**src/rtl/asrs_pkg.sv**
```systemverilog
// Constants, types and helpers shared by the sleep rail sequencer
// Notes on behaviour
// Soft-start is held off until the power-on reset has been extended 3.3ms past the standby supply threshold, in any requested state.
// The memory level selection is captured at every standby power-on trip and held until the next one.
// Both sleep inputs high decode as active, only suspend low as suspend-to-RAM, both low as soft-off.
// The aux rail is on in active and suspend, and in soft-off only while the active-low aux keep enable is 0.
// The dual 5V rail is on in active, and in both sleep states only while the dual5 keep enable is 1.
// The memory rail is on at the captured level in active and suspend, and off in soft-off.
// Soft-off low with suspend high is an illegal pair; the state keeps its value and the invalid event is flagged; leaving POR on it enters soft-off.
// A direct move between the two sleep states is refused; only active to sleep and back are taken.
// Keep enable changes are ignored in sleep and followed in active, below reset level and in shutdown.
// A change of the suspend input starts a 200us deglitch timer, and the state moves at expiry only on a valid request.
// In a sleep state with the dual 5V rail kept, the standby switch drive is asserted.
// The dual 5V rail sense is watched for undervoltage and feeds the common fault output.
// On the way into soft-off the system may lower suspend up to 200us before soft-off.
// The keep enables are latched on sleep entry, after reset release and on shutdown exit.
// On power-up into active all switches stay off until 50ms after the 12V monitor reports good.
// Pin inputs pass two-stage synchronisers and intervals are counted on the system clock.
// While power-on reset is active the rail enables are off and the state is at its reset value.
package asrs_pkg;

  // ************************************************************
  // Timing
  // ************************************************************
  localparam real         CLK_PERIOD_NS = 100.0;
  localparam real         POR_EXT_MS    = 3.3;
  localparam real         DEGLITCH_US   = 200.0;
  localparam real         V12_WAIT_MS   = 50.0;
  localparam int unsigned POR_EXT_CYC   =
    int'($ceil(POR_EXT_MS * 1.0e6 / CLK_PERIOD_NS));
  localparam int unsigned DEGLITCH_CYC  =
    int'($ceil(DEGLITCH_US * 1.0e3 / CLK_PERIOD_NS));
  localparam int unsigned V12_WAIT_CYC  =
    int'($ceil(V12_WAIT_MS * 1.0e6 / CLK_PERIOD_NS));
  localparam int          TIMER_W       = 20;

  // ************************************************************
  // Register port
  // ************************************************************
  localparam int              ADDR_W       = 4;
  localparam int              DATA_W       = 8;
  localparam logic [ADDR_W-1:0] REG_STATE    = 4'h0;
  localparam logic [ADDR_W-1:0] REG_IRQ_STAT = 4'h4;
  localparam logic [ADDR_W-1:0] REG_IRQ_MASK = 4'h8;
  // Event bits of status and mask
  localparam int              EV_STATE     = 0;
  localparam int              EV_REFUSE    = 1;
  localparam int              EV_INVALID   = 2;
  localparam int              EV_FAULT     = 3;
  localparam int              EV_W         = 4;
  localparam logic [EV_W-1:0] IRQ_MASK_RST = 4'h0;
  // State register: [4:0] state, [5] aux keep, [6] dual5 keep, [7] level
  localparam int              PIN_W        = 10;

  // ************************************************************
  // Types
  // ************************************************************
  typedef enum logic [4:0] {
    ST_POR     = 5'h01,
    ST_WAIT12  = 5'h02,
    ST_ACTIVE  = 5'h04,
    ST_SUSPEND = 5'h08,
    ST_SOFTOFF = 5'h10
  } asrs_state_t;

  typedef enum logic [1:0] {
    REQ_SOFTOFF = 2'h0,
    REQ_INVALID = 2'h1,
    REQ_SUSPEND = 2'h2,
    REQ_ACTIVE  = 2'h3
  } asrs_req_t;

  // Decodes {soft_off_req_n, suspend_ram_req_n}
  function automatic asrs_req_t req_decode(input logic suspend_ram_req_n,
                                           input logic soft_off_req_n);
    return asrs_req_t'({soft_off_req_n, suspend_ram_req_n});
  endfunction

endpackage

```
**src/rtl/asrs_sync.sv**
```systemverilog
// Two-stage synchroniser for a group of pin inputs
`timescale 1ns/10ps
module asrs_sync #(
  parameter int W = 1
) (
  input  wire logic         clk_i,
  input  wire logic         rst_i,
  input  wire logic [W-1:0] async_i,
  output logic      [W-1:0] sync_o
);
  logic [W-1:0] stage1;

  always_ff @(posedge clk_i or posedge rst_i) begin
    if (rst_i) begin
      stage1 <= '0;
      sync_o <= '0;
    end else begin
      stage1 <= async_i;
      sync_o <= stage1;
    end
  end
endmodule

```
**src/rtl/asrs_timer.sv**
```systemverilog
// Restartable one-shot interval timer
`timescale 1ns/10ps
module asrs_timer
  import asrs_pkg::*;
#(
  parameter int unsigned CYCLES = 1
) (
  input  wire logic clk_i,
  input  wire logic rst_i,
  input  wire logic start_i,
  output logic      done_o
);
  logic [TIMER_W-1:0] cnt;
  logic               busy;
  wire                at_end = busy && (cnt == '0);

  always_ff @(posedge clk_i or posedge rst_i) begin
    if (rst_i) begin
      cnt    <= '0;
      busy   <= 1'b0;
      done_o <= 1'b0;
    end else begin
      done_o <= at_end && !start_i;
      if (start_i) begin
        cnt  <= TIMER_W'(CYCLES - 1);
        busy <= 1'b1;
      end else if (at_end) begin
        busy <= 1'b0;
      end else if (busy) begin
        cnt <= cnt - 1'b1;
      end
    end
  end
endmodule

```
**src/rtl/asrs_top.sv**
```systemverilog
// Sleep state decoder and rail sequencer with register port
`timescale 1ns/10ps
module asrs_top
  import asrs_pkg::*;
#(
  parameter int unsigned POR_EXT_CYCLES  = POR_EXT_CYC,
  parameter int unsigned V12_WAIT_CYCLES = V12_WAIT_CYC
) (
  input  wire logic              SYS_CLK_I,
  input  wire logic              RST_I,
  input  wire logic              STBY_OK_I,
  input  wire logic              V12_OK_I,
  input  wire logic              SUSPEND_RAM_REQ_N_I,
  input  wire logic              SOFT_OFF_REQ_N_I,
  input  wire logic              AUX33_KEEP_EN_N_I,
  input  wire logic              DUAL5_KEEP_EN_N_I,
  input  wire logic              MEM_LEVEL_SELECT_I,
  input  wire logic              SHUTDOWN_I,
  input  wire logic              DUAL5_RAIL_SENSE_I,
  input  wire logic              AUX33_RAIL_SENSE_I,
  input  wire logic [ADDR_W-1:0] ADDR_I,
  input  wire logic [DATA_W-1:0] WR_DATA_I,
  input  wire logic              WR_I,
  input  wire logic              RD_I,
  output logic      [DATA_W-1:0] RD_DATA_O,
  output logic                   AUX33_EN_O,
  output logic                   DUAL5_EN_O,
  output logic                   MEM_EN_O,
  output logic                   MEM_LEVEL_33_O,
  output logic                   ACTIVE_SWITCH_DRIVE_O,
  output logic                   DUAL5_STANDBY_DRIVE_O,
  output logic                   SOFTSTART_EN_O,
  output logic                   FAULT_O,
  output logic                   IRQ_O
);

  // ************************************************************
  // Input synchronisers
  // ************************************************************
  logic [PIN_W-1:0] pins;

  asrs_sync #(.W(PIN_W)) u_sync (
    .clk_i   (SYS_CLK_I),
    .rst_i   (RST_I),
    .async_i ({AUX33_RAIL_SENSE_I, DUAL5_RAIL_SENSE_I, SHUTDOWN_I,
               MEM_LEVEL_SELECT_I, DUAL5_KEEP_EN_N_I, AUX33_KEEP_EN_N_I,
               SOFT_OFF_REQ_N_I, SUSPEND_RAM_REQ_N_I, V12_OK_I,
               STBY_OK_I}),
    .sync_o  (pins)
  );

  wire stby_ok           = pins[0];
  wire v12_ok            = pins[1];
  wire suspend_ram_req_n = pins[2];
  wire soft_off_req_n    = pins[3];
  wire aux33_keep_in_n   = pins[4];
  wire dual5_keep_in_n   = pins[5];
  wire mem_sel_in        = pins[6];
  wire shutdown          = pins[7];
  wire dual5_ok          = pins[8];
  wire aux33_ok          = pins[9];

  // ************************************************************
  // Power-on reset extension and level capture
  // ************************************************************
  asrs_state_t       state;
  asrs_state_t       next_state;
  logic              stby_prev;
  logic              por_released;
  logic              por_done;
  logic              mem_level;
  logic              susp_prev;
  logic              dg_done;
  logic              v12_armed;
  logic              wait_done_raw;
  logic              aux33_keep_en_n;
  logic              dual5_keep_en_n;
  logic [EV_W-1:0]   irq_stat;
  logic [EV_W-1:0]   irq_mask;

  wire por_start   = stby_ok && !stby_prev;
  wire por_capture = por_done && stby_ok;

  asrs_timer #(.CYCLES(POR_EXT_CYCLES)) u_por_timer (
    .clk_i   (SYS_CLK_I),
    .rst_i   (RST_I),
    .start_i (por_start),
    .done_o  (por_done)
  );

  always_ff @(posedge SYS_CLK_I or posedge RST_I) begin
    if (RST_I) begin
      stby_prev    <= 1'b0;
      por_released <= 1'b0;
      mem_level    <= 1'b0;
    end else begin
      stby_prev <= stby_ok;
      if (!stby_ok) begin
        por_released <= 1'b0;
      end else if (por_done) begin
        por_released <= 1'b1;
      end
      if (por_capture) begin
        mem_level <= mem_sel_in;
      end
    end
  end

  // ************************************************************
  // Request decode and deglitch
  // ************************************************************
  wire asrs_req_t req = req_decode(suspend_ram_req_n, soft_off_req_n);
  wire susp_edge = (suspend_ram_req_n != susp_prev) && por_released;
  wire req_sleep = (req == REQ_SUSPEND) || (req == REQ_SOFTOFF);

  asrs_timer #(.CYCLES(DEGLITCH_CYC)) u_dg_timer (
    .clk_i   (SYS_CLK_I),
    .rst_i   (RST_I),
    .start_i (susp_edge),
    .done_o  (dg_done)
  );

  // ************************************************************
  // 12V settle wait
  // ************************************************************
  wire in_wait   = (state == ST_WAIT12);
  wire w_start   = in_wait && v12_ok && !v12_armed;
  wire wait_done = wait_done_raw && in_wait && v12_ok && v12_armed;

  asrs_timer #(.CYCLES(V12_WAIT_CYCLES)) u_v12_timer (
    .clk_i   (SYS_CLK_I),
    .rst_i   (RST_I),
    .start_i (w_start),
    .done_o  (wait_done_raw)
  );

  // ************************************************************
  // State machine
  // ************************************************************
  logic ev_refuse;

  always_comb begin
    next_state = state;
    ev_refuse  = 1'b0;
    case (state)
      ST_POR: begin
        if (por_released) begin
          case (req)
            REQ_ACTIVE:  next_state = ST_WAIT12;
            REQ_SUSPEND: next_state = ST_SUSPEND;
            default:     next_state = ST_SOFTOFF;
          endcase
        end
      end
      ST_WAIT12, ST_ACTIVE: begin
        if (dg_done && req_sleep) begin
          next_state = (req == REQ_SUSPEND) ? ST_SUSPEND : ST_SOFTOFF;
        end else if (wait_done) begin
          next_state = ST_ACTIVE;
        end
      end
      ST_SUSPEND: begin
        if (dg_done && (req == REQ_ACTIVE)) begin
          next_state = ST_ACTIVE;
        end else if (dg_done && (req == REQ_SOFTOFF)) begin
          ev_refuse = 1'b1;
        end
      end
      ST_SOFTOFF: begin
        if (dg_done && (req == REQ_ACTIVE)) begin
          next_state = ST_ACTIVE;
        end else if (dg_done && (req == REQ_SUSPEND)) begin
          ev_refuse = 1'b1;
        end
      end
      default: next_state = ST_POR;
    endcase
    if (!por_released) begin
      next_state = ST_POR;
    end
  end

  // ************************************************************
  // Keep enables
  // ************************************************************
  wire in_active = (state == ST_ACTIVE);
  wire in_susp   = (state == ST_SUSPEND);
  wire in_off    = (state == ST_SOFTOFF);
  wire in_sleep  = in_susp || in_off;
  wire keep_upd  = !in_sleep || shutdown;

  always_ff @(posedge SYS_CLK_I or posedge RST_I) begin
    if (RST_I) begin
      state           <= ST_POR;
      susp_prev       <= 1'b1;
      v12_armed       <= 1'b0;
      aux33_keep_en_n <= 1'b1;
      dual5_keep_en_n <= 1'b0;
    end else begin
      state     <= next_state;
      susp_prev <= suspend_ram_req_n;
      v12_armed <= in_wait && v12_ok;
      if (keep_upd) begin
        aux33_keep_en_n <= aux33_keep_in_n;
        dual5_keep_en_n <= dual5_keep_in_n;
      end
    end
  end

  // ************************************************************
  // Rail outputs
  // ************************************************************
  wire run       = !shutdown;
  wire next_aux  = run && (in_active || in_susp ||
                           (in_off && !aux33_keep_en_n));
  wire next_d5   = run && (in_active || (in_sleep && dual5_keep_en_n));
  wire next_mem  = run && (in_active || in_susp);
  wire next_asw  = run && in_active;
  wire next_sbd  = run && in_sleep && dual5_keep_en_n;
  wire next_ss   = run && por_released;
  wire next_fault = run && ((DUAL5_EN_O && !dual5_ok) ||
                            (AUX33_EN_O && !aux33_ok));

  // ************************************************************
  // Register port and interrupt
  // ************************************************************
  wire [EV_W-1:0] events;
  assign events[EV_STATE]   = (next_state != state);
  assign events[EV_REFUSE]  = ev_refuse;
  assign events[EV_INVALID] = dg_done && (req == REQ_INVALID);
  assign events[EV_FAULT]   = next_fault && !FAULT_O;

  wire            wr_stat   = WR_I && (ADDR_I == REG_IRQ_STAT);
  wire            wr_mask   = WR_I && (ADDR_I == REG_IRQ_MASK);
  wire [EV_W-1:0] clr       = wr_stat ? WR_DATA_I[EV_W-1:0] : '0;
  wire [EV_W-1:0] next_stat = (irq_stat & ~clr) | events;
  wire [EV_W-1:0] next_mask = wr_mask ? WR_DATA_I[EV_W-1:0] : irq_mask;
  wire [DATA_W-1:0] ev_pad  = DATA_W'(irq_stat);
  wire [DATA_W-1:0] mk_pad  = DATA_W'(irq_mask);
  wire [DATA_W-1:0] st_word = {mem_level, dual5_keep_en_n,
                               aux33_keep_en_n, state};
  wire [DATA_W-1:0] rd_mux  =
    (ADDR_I == REG_STATE)    ? st_word :
    (ADDR_I == REG_IRQ_STAT) ? ev_pad  :
    (ADDR_I == REG_IRQ_MASK) ? mk_pad  : '0;

  always_ff @(posedge SYS_CLK_I or posedge RST_I) begin
    if (RST_I) begin
      irq_stat              <= '0;
      irq_mask              <= IRQ_MASK_RST;
      IRQ_O                 <= 1'b0;
      RD_DATA_O             <= '0;
      AUX33_EN_O            <= 1'b0;
      DUAL5_EN_O            <= 1'b0;
      MEM_EN_O              <= 1'b0;
      MEM_LEVEL_33_O        <= 1'b0;
      ACTIVE_SWITCH_DRIVE_O <= 1'b0;
      DUAL5_STANDBY_DRIVE_O <= 1'b0;
      SOFTSTART_EN_O        <= 1'b0;
      FAULT_O               <= 1'b0;
    end else begin
      irq_stat              <= next_stat;
      irq_mask              <= next_mask;
      IRQ_O                 <= |(next_stat & next_mask);
      RD_DATA_O             <= RD_I ? rd_mux : '0;
      AUX33_EN_O            <= next_aux;
      DUAL5_EN_O            <= next_d5;
      MEM_EN_O              <= next_mem;
      MEM_LEVEL_33_O        <= mem_level;
      ACTIVE_SWITCH_DRIVE_O <= next_asw;
      DUAL5_STANDBY_DRIVE_O <= next_sbd;
      SOFTSTART_EN_O        <= next_ss;
      FAULT_O               <= next_fault;
    end
  end
endmodule

```
**config.mk**
```make
export PLATFORM = sky130hd
export DESIGN_NAME = asrs_top
export DESIGN_NICKNAME = d
export VERILOG_FILES = /design/src/rtl/asrs_pkg.sv /design/src/rtl/asrs_sync.sv /design/src/rtl/asrs_timer.sv /design/src/rtl/asrs_top.sv
export SDC_FILE = /design/constraint.sdc
export NUM_CORES = 1
export LEC_CHECK = 0
export BUFFER_PORTS_ARGS = -buffer_cell sky130_fd_sc_hd__buf_2
export CORE_UTILIZATION = 35
export CTS_CLUSTER_SIZE = 25
export DETAILED_ROUTE_END_ITERATION = 6
export PLACE_DENSITY = 0.62
export SYNTH_ARGS = -nofsm -noshare
export SYNTH_HDL_FRONTEND = slang
export SYNTH_SLANG_ARGS = --single-unit
```
**constraint.sdc**
```tcl
create_clock -name SYS_CLK_I -period 9.3 [get_ports SYS_CLK_I]
set_clock_uncertainty 0.15 [all_clocks]
set_input_delay 0.93 -clock SYS_CLK_I [delete_from_list [all_inputs] [get_ports SYS_CLK_I]]
set_output_delay 0.93 -clock SYS_CLK_I [all_outputs]
set_load 0.01 [all_outputs]
```
=== Word level (Yosys, flattened, before mapping) ===
Cells that the tools add are included.

* Bitwise gates (word level): 4
* Reductions and logical operators: 69
* Equality and inequality tests: 16
* Multiplexer cells: 35
* Add/sub/neg operators: 3

{| class="wikitable"
|+ Operator list
! operator !! number
|-
| $mux 20 || 9
|-
| $logic_not 20->1 || 3
|-
| $sub 20x1->20 const B || 3
|-
| $logic_and 1x1->1 || 34
|-
| $mux 5 || 5
|-
| $mux 4 || 4
|-
| $mux 8 || 2
|-
| $pmux 5 s3 || 1
|-
| $mux 1 || 12
|-
| $reduce_bool 2->1 || 6
|-
| $logic_not 1->1 || 11
|-
| $pmux 5 s2 || 1
|-
| $and 4x4->4 || 2
|-
| $ne 2x1->1 const B || 4
|-
| $logic_or 1x1->1 || 7
|-
| $reduce_and 2->1 || 3
|-
| $eq 5x1->1 const B || 1
|-
| $eq 5x2->1 const B || 1
|-
| $eq 5x3->1 const B || 1
|-
| $eq 5x4->1 const B || 1
|-
| $eq 5x5->1 const B || 1
|-
| $ne 5x5->1 || 1
|-
| $eq 2x2->1 const B || 2
|-
| $eq 4x3->1 const B || 1
|-
| 10 further kinds || 11
|}

* Input bits: 26
* Flip-flop bits (word level): 123
* Word-level logic and storage cells: 158

=== Longest topological paths before layout ===
Gate-level depths: netlist of the first run.

* Word-level depth: 12
* Mapped depth: 10
* Depth with buffers taken out: 8

=== By module ===
A second synthesis of the first run with hierarchy kept.

* Cell total of the unflattened synthesis: 570
* Area, all modules: 6014.5 um^2

{| class="wikitable"
|+ Modules (own cells, without submodules)
! module !! cells an instance !! instances !! seq. area each (um^2) !! area each (um^2)
|-
| asrs_top || 172 || 1 || 929.6 || 1740.4
|-
| asrs_timer at u_por_timer || 135 || 1 || 550.5 || 1311.3
|-
| asrs_timer at u_dg_timer || 126 || 1 || 550.5 || 1252.5
|-
| asrs_timer at u_v12_timer || 116 || 1 || 550.5 || 1206.2
|-
| asrs_sync || 21 || 1 || 500.5 || 504.2
|}

=== Worst setup path after synthesis of the first run ===
OpenSTA, ideal clock, no wires.

* Path type: input to register
* Start: input ADDR_I[3]
* End: register IRQ_O
* Data arrival time: 2.597 ns
* Buffers on the path: 1
* Stages on the path: 6
* Path slack: 6.434 ns
* Required time: 9.031 ns
* Setup time: 0.119 ns
* Cells stage by stage: clkbuf_1 -> nand2_1 -> nor4_1 -> mux2_2 -> a222oi_1 -> a21bo_2

{| class="wikitable"
|+ RTL lines
! item !! RTL line !! source
|-
| start, declared || asrs_top.sv:21 || <nowiki>input wire logic [ADDR_W-1:0] ADDR_I,</nowiki>
|-
| $eq 4x4->1 || asrs_top.sv:234 || <nowiki>wire wr_mask = WR_I && (ADDR_I == REG_IRQ_MASK);</nowiki>
|-
| $logic_and 1x1->1 || asrs_top.sv:234 ||
|-
| $mux 4 || asrs_top.sv:237 || <nowiki>wire [EV_W-1:0] next_mask = wr_mask ? WR_DATA_I[EV_W-1:0] : irq_mask;</nowiki>
|-
| via next_mask[2] || asrs_top.sv:237 ||
|-
| $and 4x4->4 || asrs_top.sv:264 || <nowiki>IRQ_O <= |(next_stat & next_mask);</nowiki>
|-
| $reduce_or 4->1 || asrs_top.sv:264 ||
|-
| end signal, assigned || asrs_top.sv:264 ||
|-
| end, declared || asrs_top.sv:34 || <nowiki>output logic IRQ_O</nowiki>
|}

The timed path passes the listed nets, and every way through them passes these cells.
A chain may end at the register's enable or synchronous reset.

=== Worst setup path after layout of the first run ===
* Start: register state[4]
* End: register IRQ_O

* Word-level cells in the longest chain between the ends: 12

{| class="wikitable"
|+ Ends and longest elaborated chain
! item !! RTL line !! source
|-
| start, declared || asrs_top.sv:66 || <nowiki>asrs_state_t state;</nowiki>
|-
| start signal, assigned || asrs_top.sv:200 || <nowiki>state <= next_state;</nowiki>
|-
| $eq 5x2->1 || asrs_top.sv:126, asrs_top.sv:145 ||
|-
| $logic_and 1x1->1 (3 in a row) || asrs_top.sv:128 || <nowiki>wire wait_done = wait_done_raw && in_wait && v12_ok && v12_armed;</nowiki>
|-
| $mux 5 || asrs_top.sv:158 || <nowiki>end else if (wait_done) begin</nowiki>
|-
| $mux 5 || asrs_top.sv:156 || <nowiki>if (dg_done && req_sleep) begin</nowiki>
|-
| $pmux 5 s3 * || asrs_top.sv:145 || <nowiki>case (state)</nowiki>
|-
| $mux 5 * || asrs_top.sv:178 || <nowiki>if (!por_released) begin</nowiki>
|-
| via next_state[0] || asrs_top.sv:67 || <nowiki>asrs_state_t next_state;</nowiki>
|-
| $ne 5x5->1 * || asrs_top.sv:228 || <nowiki>assign events[EV_STATE] = (next_state != state);</nowiki>
|-
| $or 4x4->4 * || asrs_top.sv:236 || <nowiki>wire [EV_W-1:0] next_stat = (irq_stat & ~clr) | events;</nowiki>
|-
| via next_stat[0] || asrs_top.sv:236 ||
|-
| $and 4x4->4 * || asrs_top.sv:264 ||
|-
| $reduce_or 4->1 * || asrs_top.sv:264 ||
|}

Mark *: on every way through the listed nets, which the timed path passes. The rest lies on a longest branch.

==> flow_metrics.env, run 1 <==
export IMPL_fin_crit_sh_pct=29.5
export IMPL_path_class="reg -> reg"
export IMPL_end_kind="register"
export IMPL_dpl_cell_area_mm2=0.00603
export IMPL_yosysTopAreaCell="dfrtp_1"
export IMPL_fmax_mhz=364
export IMPL_synth_edf_count=0
export IMPL_holdBufCountCts=0
export IMPL_status="complete, no violations"
export IMPL_drive_gt1_share_pct=16.6
export IMPL_rsz0062_at_grt="false"
export IMPL_wl_um=10900
export IMPL_worstMarginPinSlew_ns=1.14
export IMPL_ys_flop_type="dfrtp_1"
export IMPL_syn_cell_area_mm2=0.00565
export IMPL_synth_area_leaders="dfrtp_1 53%, xnor2_1 5.0%, nor2_1 3.9%, nand2_1 3.6%, xor2_1 2.9%"
export IMPL_cts_resized=0
export IMPL_clock_sinks=123
export IMPL_min_from="u_sync.stage1[1]"
export IMPL_drtIter0Drc=297
export IMPL_final_nets=613
export IMPL_leakage_nw=3.10
export IMPL_synth_cell_type_count=62
export IMPL_grt_antenna_before_repair=0
export IMPL_timing_rr_start="state[4]"
export IMPL_timing_hold_ws_ns=0.198
export IMPL_synthCells=550
export IMPL_area_growth_pct=17.1
export IMPL_root_buffer="clkbuf_16"
export IMPL_finalHoldViolCount=0
export IMPL_setup_viol_count_final=0
export IMPL_powerDensity_mw_per_mm2=196
export IMPL_globalplace_congestion=0.798
export IMPL_clk_path_buf_depth=2
export IMPL_antennaDiodeCount=0
export IMPL_cp_start_kind="register"
export IMPL_post_synth_top_area_fraction_pct=53.1
export IMPL_crit_start="state[4]"
export IMPL_final_antenna_net_count=0
export IMPL_critPathArrivalTime_ns=2.90
export IMPL_cts_tree="built"
export IMPL_drv_cap=0
export IMPL_cp_max_fo=19
export IMPL_grt_first_pass_wirelength_um=18800
export IMPL_vias_per_cell=4.99
export IMPL_ir_drop_mv=0.131
export IMPL_cts_setup_buffers=0
export IMPL_cts_clk_slew_worst_paths_ns=0.06
export IMPL_vias=4053
export IMPL_grt_max_degree=66
export IMPL_grt_pass1_vias=3972
export IMPL_fin_crit_ns=2.74
export IMPL_grt_ovfl_total=0
export IMPL_min_path_type="reg -> reg"
export IMPL_syn_nets=579
export IMPL_wire_per_inst_um=13.4
export IMPL_required_ns=9.46
export IMPL_final_util_pct=41.8
export IMPL_register_area_mm2=0.00308
export IMPL_cts_made_buffers=17
export IMPL_die_x_um=129
export IMPL_postLayoutCellArea_mm2=0.00662
export IMPL_ios=43
export IMPL_dp_cells=781
export IMPL_dp_hpwl_um=7350
export IMPL_start_util_pct=35.7
export IMPL_synth_seq_cells=123
export IMPL_synth_async_sr_flop_share_pct=100
export IMPL_synth_warnings=0
export IMPL_coreArea_mm2=0.0158
export IMPL_maxSlewHeadroom_pct=23.9
export IMPL_slew_viol_final=0
export IMPL_htreeDepth=4
export IMPL_die_y_um=129
export IMPL_portBuffers=38
export IMPL_multiInputGateArea_mm2=0.00240
export IMPL_setup_tns_ns=0
export IMPL_die_area_mm2=0.0167
export IMPL_rows=46
export IMPL_stdcell_count=813
export IMPL_num_fill_cells=1504
export IMPL_grt_usage_pct=14.6
export IMPL_ys_seq_area_share_pct=54.5
export IMPL_drt_first_pass_iters=4
export IMPL_insertion_delay_ns=0.43
export IMPL_drc_errors=0
export IMPL_avgSynthCellArea_um2=10.3
-- worst max-delay path: stages (launching register included) --
cell	delay, ns
dfrtp_1	0.75
or2_2	0.24
nor3_1	0.07
o31ai_1	0.80
a31oi_1	0.10
a211o_1	0.31
a21bo_2	0.21
-- metrics by stage --
step	worst slack, ns	total power [mW]
floorplan	4.95	0.631
global route	6.30	1.35
detailed placement	6.22	0.654
global placement	6.24	0.651
finish	6.56	1.30
CTS	6.56	1.31
-- per-layer routing --
metal	wire length (um)	up-vias	GRT usage, %
li1	-	1987	-
met1	5170	1983	18.6
met2	5150	65	22.9
met3	366	18	4.05
met4	214	0	7.20
met5	0	-	0
-- path summary, 6_finish.rpt --
| check | slack, ns | endpoint | cells past startpoint |
|---|---|---|---|
| max reg2reg | 6.56 | IRQ_O | 6 |
| min in group asynchronous | 0.47 | u_sync.stage1[1] | 2 |
| min | 0.20 | u_sync.sync_o[1] | 0 |
| max | 6.56 | IRQ_O | 6 |
| max in group asynchronous | 7.23 | irq_stat[1] | 3 |
| min reg2reg | 0.20 | u_sync.sync_o[1] | 0 |
-- power breakdown --
| part | switching (mW) | internal (mW) | leakage (nW) |
|---|---|---|---|
| Combinational | 0.0400 | 0.0286 | 1.21 |
| Clock | 0.254 | 0.397 | 0.284 |
| Sequential | 0.0171 | 0.559 | 1.61 |
| Total | 0.311 | 0.985 | 3.10 |
-- cells in the mapped netlist (all sizes together), types with 4 or more instances --
library cell / number
nor2: 59
mux2: 7
or3: 12
buf: 8
nand2b: 14
nand4b: 4
inv: 19
dfrtp: 120
or2: 5
xnor2: 32
nor2b: 14
nand2: 55
o21ai: 15
nand3: 14
a21oi: 15
a31oi: 4
nor4: 22
xor2: 19
clkbuf: 16
nor3: 21
o21a: 5
or4: 6
and3: 10
-- placed cells by master, fill, tap and decap left out, types with 4 or more instances in the layout --
cell type / n
a21oi_1: 15
a31oi_1: 4
and3_1: 10
buf_2: 38
clkbuf_16: 17
clkinv_4: 8
dfrtp_1: 120
inv_1: 18
mux2_2: 7
nand2_1: 54
nand2b_1: 14
nand3_1: 14
nand4b_1: 4
nor2_1: 59
nor2b_1: 14
nor3_1: 20
nor4_1: 21
o21a_1: 5
o21ai_0: 14
or2_2: 5
or3_1: 12
xnor2_1: 32
xor2_1: 19
-- sequential cells by signal, indices dropped and copies added (netlist names), 4 cells and up --
name / count
u_dg_timer.cnt: 20
u_por_timer.cnt: 20
u_v12_timer.cnt: 20
u_sync.stage1: 10
u_sync.sync_o: 10
RD_DATA_O: 8
state: 5
irq_mask: 4
irq_stat: 4
-- layout make-up --
class                   instances  share of cell area [%]
clock buffers                  17                    6.43
clock inverters                15                    2.53
inverters                      19                    1.12
flip-flops and latches        123                    46.6
multi-input cells             384                    36.3
well taps                     216                    4.08
repair buffers                 39                    2.99
-- logic make-up after synthesis --
kind of cell / share of synthesized area, %
AO/OA/AOI/OAI: 9.30
XOR/XNOR: 7.90
adder cells (fa/ha/maj): 0.664
buffers and inverters: 2.99
flip-flops: 54.5
multiplexers: 1.57
AND/OR/NAND/NOR: 23.1
Note: power is estimated with default switching activity, not from simulation.
==> inputs of run 2 (changes only) <==
Clock period 9.3 ns to 2.6 ns, I/O delays scaled along.
==> flow_metrics.env, run 2 (synthesis results as in run 1) <==
export IMPL_status="complete, no violations"
export IMPL_p_seq_share_pct=43.6
export IMPL_grt_usage_pct=14.6
export IMPL_dp_hpwl_um=7840
export IMPL_p_sw_mw=1.09
export IMPL_cts_setup_buffers=0
export IMPL_rows=46
export IMPL_ir_drop_mv=0.456
export IMPL_worstReg2RegEnd="u_dg_timer.cnt[15]"
export IMPL_ios=43
export IMPL_grt_antenna_before_repair=0
export IMPL_p_int_mw=3.64
export IMPL_layout_setup_ws_ns=0.120
export IMPL_drtIter0Drc=239
export IMPL_area_growth_pct=23.1
export IMPL_final_nets=648
export IMPL_end_kind="register"
export IMPL_globalplace_congestion=0.820
export IMPL_pwr_share_comb_pct=5.9
export IMPL_setup_tns_ns=0
export IMPL_grt_first_pass_wirelength_um=18900
export IMPL_root_buffer="clkbuf_16"
export IMPL_design_power_total_mw=4.72
export IMPL_maxSlewHeadroom_pct=57.8
export IMPL_crit_chain="or4_4 > nor4_4 > o211ai_1 > or3_1 > xor2_1 > nor2_1"
export IMPL_min_path_type="in -> reg"
export IMPL_wire_per_inst_um=13.3
export IMPL_fin_crit_ns=2.48
export IMPL_drc_errors=0
export IMPL_setup_viol_count_final=0
export IMPL_hold_end="RD_DATA_O[3]"
export IMPL_rsz0062_at_grt="false"
export IMPL_min_from="ADDR_I[1]"
export IMPL_htreeDepth=4
export IMPL_slew_viol_final=0
export IMPL_critPathSlowestCell="or4_4"
export IMPL_cts_resized=0
export IMPL_critPathArrivalTime_ns=2.61
export IMPL_final_antenna_net_count=0
export IMPL_cp_start_kind="register"
export IMPL_drv_cap=0
export IMPL_wl_um=11300
export IMPL_vias=4168
export IMPL_mostFrequentLayoutCell="dfrtp_1"
export IMPL_die_y_um=129
export IMPL_cts_tree="built"
export IMPL_worstMarginPinSlew_ns=0.628
export IMPL_most_common_layout_cells="120 x dfrtp_1, 59 x nor2_1, 54 x nand2_1, 38 x buf_2, 32 x xnor2_1"
export IMPL_r2r_cells=6
export IMPL_coreArea_mm2=0.0158
export IMPL_path_class="reg -> reg"
export IMPL_finalHoldViolCount=0
export IMPL_hold_depth=3
export IMPL_grt_pass1_vias=4147
export IMPL_fmax_mhz=403
export IMPL_top_regs="u_dg_timer.cnt x20, u_por_timer.cnt x20, u_v12_timer.cnt x20"
export IMPL_insertion_delay_ns=0.42
export IMPL_grt_max_degree=40
export IMPL_cts_clk_slew_worst_paths_ns=0.06
export IMPL_powerDensity_mw_per_mm2=679
export IMPL_drive_gt1_share_pct=18.5
export IMPL_die_x_um=129
export IMPL_timing_rr_start="u_dg_timer.cnt[3]"
export IMPL_p_clk_share_pct=50.5
export IMPL_cts_made_buffers=17
export IMPL_portBuffers=38
export IMPL_pre_cts_slack_ns=0.143
export IMPL_drt_first_pass_iters=4
export IMPL_reg2reg_slack_ns=0.12
export IMPL_clk_path_buf_depth=2
export IMPL_grt_ovfl_total=0
export IMPL_die_area_mm2=0.0167
export IMPL_switching_share_pct=23.0
export IMPL_vias_per_cell=4.92
export IMPL_start_util_pct=35.7
export IMPL_required_ns=2.73
export IMPL_cp_slowest_stage_delay_ns=0.59
export IMPL_fin_crit_sh_pct=95.4
export IMPL_antennaDiodeCount=0
export IMPL_cp_max_fo=7
export IMPL_leakage_nw=3.27
export IMPL_clock_sinks=123
-- run 2: metrics by stage --
| step | util [%] | std cells | hold WS [ns] | instance area, um2 |
|---|---|---|---|---|
| after global placement | 39.1 | 800 | 0.183 | 6190 |
| after detailed placement | 39.1 | 800 | 0.186 | 6190 |
| final | 44.0 | 848 | 0.0530 | 6960 |
| after CTS | 44.0 | 848 | 0.0371 | 6960 |
| after floorplan | - | 550 | 0.141 | 5660 |
| after global routing | 44.0 | 848 | 0.0573 | 6960 |
-- run 2: metal layers --
metal / routed length, um / up-vias / global-route usage (%) / share of wire (%)
li1: - / 2052 / - / -
met1: 5460 / 2040 / 18.1 / 48
met2: 5340 / 59 / 23.7 / 47
met3: 282 / 17 / 3.39 / 2.5
met4: 204 / 0 / 8.17 / 1.8
met5: 0 / - / 0 / 0
-- run 2: area by class of cell --
class	instances	area [um2]
fill	1447	8870
sequential	123	3080
multi-input combinational	384	2400
timing repair buffer	74	526
clock buffer	18	429
tap	216	270
clock inverter	14	173
inverter	19	75.1
-- run 2: timing repair --
action | in CTS | in global routing
hold buffers | 16 | 0
hold endpoints to repair | 39 | 0
endpoints found under the setup margin | 0 | 0
-- run 2: power groups by stage --
stage / logic [mW] / registers (mW) / clock network (mW)
finish: 0.278 / 2.06 / 2.38
global route: 0.319 / 2.07 / 2.52
CTS: 0.284 / 2.06 / 2.44
detailed placement: 0.263 / 2.09 / 0
global placement: 0.249 / 2.09 / 0
floorplan: 0.182 / 2.08 / 0
-- run 2: how the worst max path moves through the flow --
stage | from | endpoint | slack (ns) | depth (start not counted)
floorplan | u_por_timer.cnt[6] | u_por_timer.cnt[0] | 0.28 | 6
global placement | state[2] | IRQ_O | 0.18 | 7
detailed placement | u_por_timer.cnt[6] | u_por_timer.cnt[7] | 0.14 | 6
CTS | u_por_timer.cnt[6] | u_por_timer.cnt[7] | 0.12 | 6
global route | u_dg_timer.cnt[3] | u_dg_timer.cnt[15] | 0.02 | 6
finish | u_dg_timer.cnt[3] | u_dg_timer.cnt[15] | 0.12 | 6
-- run 2: critical path, delay by kind of cell (launching register included) --
| family | cells | cell delay (ns) |
|---|---|---|
| flip-flops | 1 | 0.42 |
| XOR/XNOR | 1 | 0.16 |
| AO/OA/AOI/OAI | 1 | 0.27 |
| AND/OR/NAND/NOR | 4 | 1.34 |
==> inputs of run 3 (changes only) <==
Settings changed: CORE_MARGIN set to 4, GPL_TIMING_DRIVEN set to 0.
==> flow_metrics.env, run 3 (synthesis results as in run 1) <==
export IMPL_status="complete, no violations"
export IMPL_wl_um=11700
export IMPL_path_common_cell="or3_1"
export IMPL_grt_max_degree=41
export IMPL_antennaDiodeCount=0
export IMPL_p_sw_mw=1.03
export IMPL_timing_rr_start="u_v12_timer.cnt[2]"
export IMPL_drc_errors=0
export IMPL_final_util_pct=43.9
export IMPL_r2r_cells=8
export IMPL_ios=43
export IMPL_cts_clk_slew_worst_paths_ns=0.06
export IMPL_portBuffers=37
export IMPL_pre_cts_slack_ns=-0.0722
export IMPL_cts_made_buffers=17
export IMPL_globalplace_congestion=0.843
export IMPL_hold_end="RD_DATA_O[3]"
export IMPL_grt_first_pass_wirelength_um=20300
export IMPL_cp_slowest_stage_delay_ns=0.42
export IMPL_p_int_mw=3.55
export IMPL_stdcell_count=855
export IMPL_fin_crit_sh_pct=96.1
export IMPL_grt_ovfl_total=0
export IMPL_path_class="reg -> reg"
export IMPL_mostFrequentLayoutCell="dfrtp_1"
export IMPL_drtIter0Drc=263
export IMPL_root_buffer="clkbuf_16"
export IMPL_cts_tree="built"
export IMPL_leakage_nw=3.23
export IMPL_htreeDepth=4
export IMPL_most_common_layout_cells="120 x dfrtp_1, 59 x nor2_1, 54 x nand2_1, 42 x buf_2, 32 x xnor2_1"
export IMPL_min_path_type="in -> reg"
export IMPL_coreArea_mm2=0.0158
export IMPL_die_y_um=135
export IMPL_p_seq_share_pct=44.9
export IMPL_hold_depth=3
export IMPL_multiInputGateArea_mm2=0.00243
export IMPL_register_area_mm2=0.00308
export IMPL_start_util_pct=35.7
export IMPL_switching_share_pct=22.5
export IMPL_clk_path_buf_depth=2
export IMPL_wire_per_inst_um=13.7
export IMPL_worstReg2RegEnd="u_v12_timer.cnt[4]"
export IMPL_pwr_share_comb_pct=6.1
export IMPL_cp_max_fo=10
export IMPL_finalHoldViolCount=0
export IMPL_p_clk_share_pct=49.0
export IMPL_rsz0062_at_grt="true"
export IMPL_clock_sinks=123
export IMPL_final_nets=655
export IMPL_critPathSlowestCell="or3_1"
export IMPL_die_area_mm2=0.0182
export IMPL_min_from="ADDR_I[1]"
export IMPL_worstMarginPinSlew_ns=0.869
export IMPL_crit_start="u_v12_timer.cnt[2]"
export IMPL_setup_viol_count_final=0
export IMPL_slew_viol_final=0
export IMPL_dp_cells=806
export IMPL_critPathArrivalTime_ns=2.63
export IMPL_vias=4297
export IMPL_fmax_mhz=400
export IMPL_crit_chain="or3_1 > or3_1 > buf_2 > o31ai_4 > buf_4 > nor4_1 > xnor2_1 > nand2_1"
export IMPL_grt_usage_pct=13.8
export IMPL_reg2reg_slack_ns=0.10
export IMPL_vias_per_cell=5.03
export IMPL_area_growth_pct=22.8
export IMPL_dp_hpwl_um=8150
export IMPL_num_fill_cells=1460
export IMPL_layout_setup_ws_ns=0.100
export IMPL_top_regs="u_dg_timer.cnt x20, u_por_timer.cnt x20, u_v12_timer.cnt x20"
export IMPL_insertion_delay_ns=0.42
export IMPL_fin_crit_ns=2.50
export IMPL_grt_pass1_vias=4362
export IMPL_final_antenna_net_count=0
export IMPL_rows=46
export IMPL_required_ns=2.73
export IMPL_drive_gt1_share_pct=16.9
export IMPL_grt_antenna_before_repair=0
export IMPL_maxSlewHeadroom_pct=41.5
export IMPL_drt_first_pass_iters=4
export IMPL_cp_start_kind="register"
export IMPL_ir_drop_mv=0.489
export IMPL_drv_cap=0
export IMPL_powerDensity_mw_per_mm2=661
export IMPL_die_x_um=135
export IMPL_end_kind="register"
==> run 3: routing by layer <==
metal	vias up	part of all wire (%)	GRT usage, %
li1	2085	-	-
met1	2104	45	17.5
met2	92	49	21.9
met3	16	4.4	4.28
met4	0	1.5	6.05
met5	-	0	0
==> run 3: per-stage QoR <==
| step | setup TNS, ns | hold WS [ns] | total power, mW | area (um2) |
|---|---|---|---|---|
| 2_1_floorplan | 0 | 0.141 | 2.26 | 5660 |
| 5_1_grt | -0.0108 | 0.0687 | 4.78 | 6940 |
| 3_3_place_gp | -11.97 | 0.183 | 2.33 | 6110 |
| 4_1_cts | 0 | 0.0415 | 4.64 | 6920 |
| 6_report | 0 | 0.0570 | 4.59 | 6940 |
| 3_5_place_dp | -0.340 | 0.0931 | 2.36 | 6170 |
==> run 3: timing repair <==
action	CTS	global route
setup endpoints to repair	7	19
resized for setup	1	8
hold endpoints to repair	61	0
buffers inserted	1	0
pin swaps	1	0
hold buffers	16	0
==> run 3: critical path, delay by kind of cell (launching register included) <==
family,cells,cell delay (ns)
AOI/OAI and AO/OA,1,0.32
and+or+nand+nor,4,0.88
buffers and inverters,2,0.41
xor gates and xnor gates,1,0.17
DFF,1,0.41
==> run 3: worst max path at each step <==
stage	endpoint	slack (ns)
2_1_floorplan	u_por_timer.cnt[0]	0.28
3_3_place_gp	u_sync.sync_o[8]	-0.11
3_5_place_dp	u_v12_timer.cnt[4]	-0.07
4_1_cts	u_v12_timer.cnt[4]	0.05
5_1_grt	u_dg_timer.cnt[16]	-0.008
6_report	u_v12_timer.cnt[4]	0.10
==> run 3: power groups by stage <==
| stage | combinational (mW) | sequential, mW | clock [mW] |
|---|---|---|---|
| after floorplan | 0.182 | 2.08 | 0 |
| after CTS | 0.287 | 2.06 | 2.30 |
| final | 0.280 | 2.06 | 2.25 |
| after global placement | 0.244 | 2.08 | 0 |
| after detailed placement | 0.267 | 2.09 | 0 |
| after global routing | 0.322 | 2.07 | 2.39 |
==> run 3: area by class of cell <==
cell class / count / area share [%]
well taps: 216 / 3.89
clock inverters: 12 / 1.80
flip-flops and latches: 123 / 44.4
clock buffers: 20 / 6.43
repair buffers: 57 / 5.95
plain buffers: 24 / 1.44
multi-input cells: 384 / 35.0
inverters: 19 / 1.08
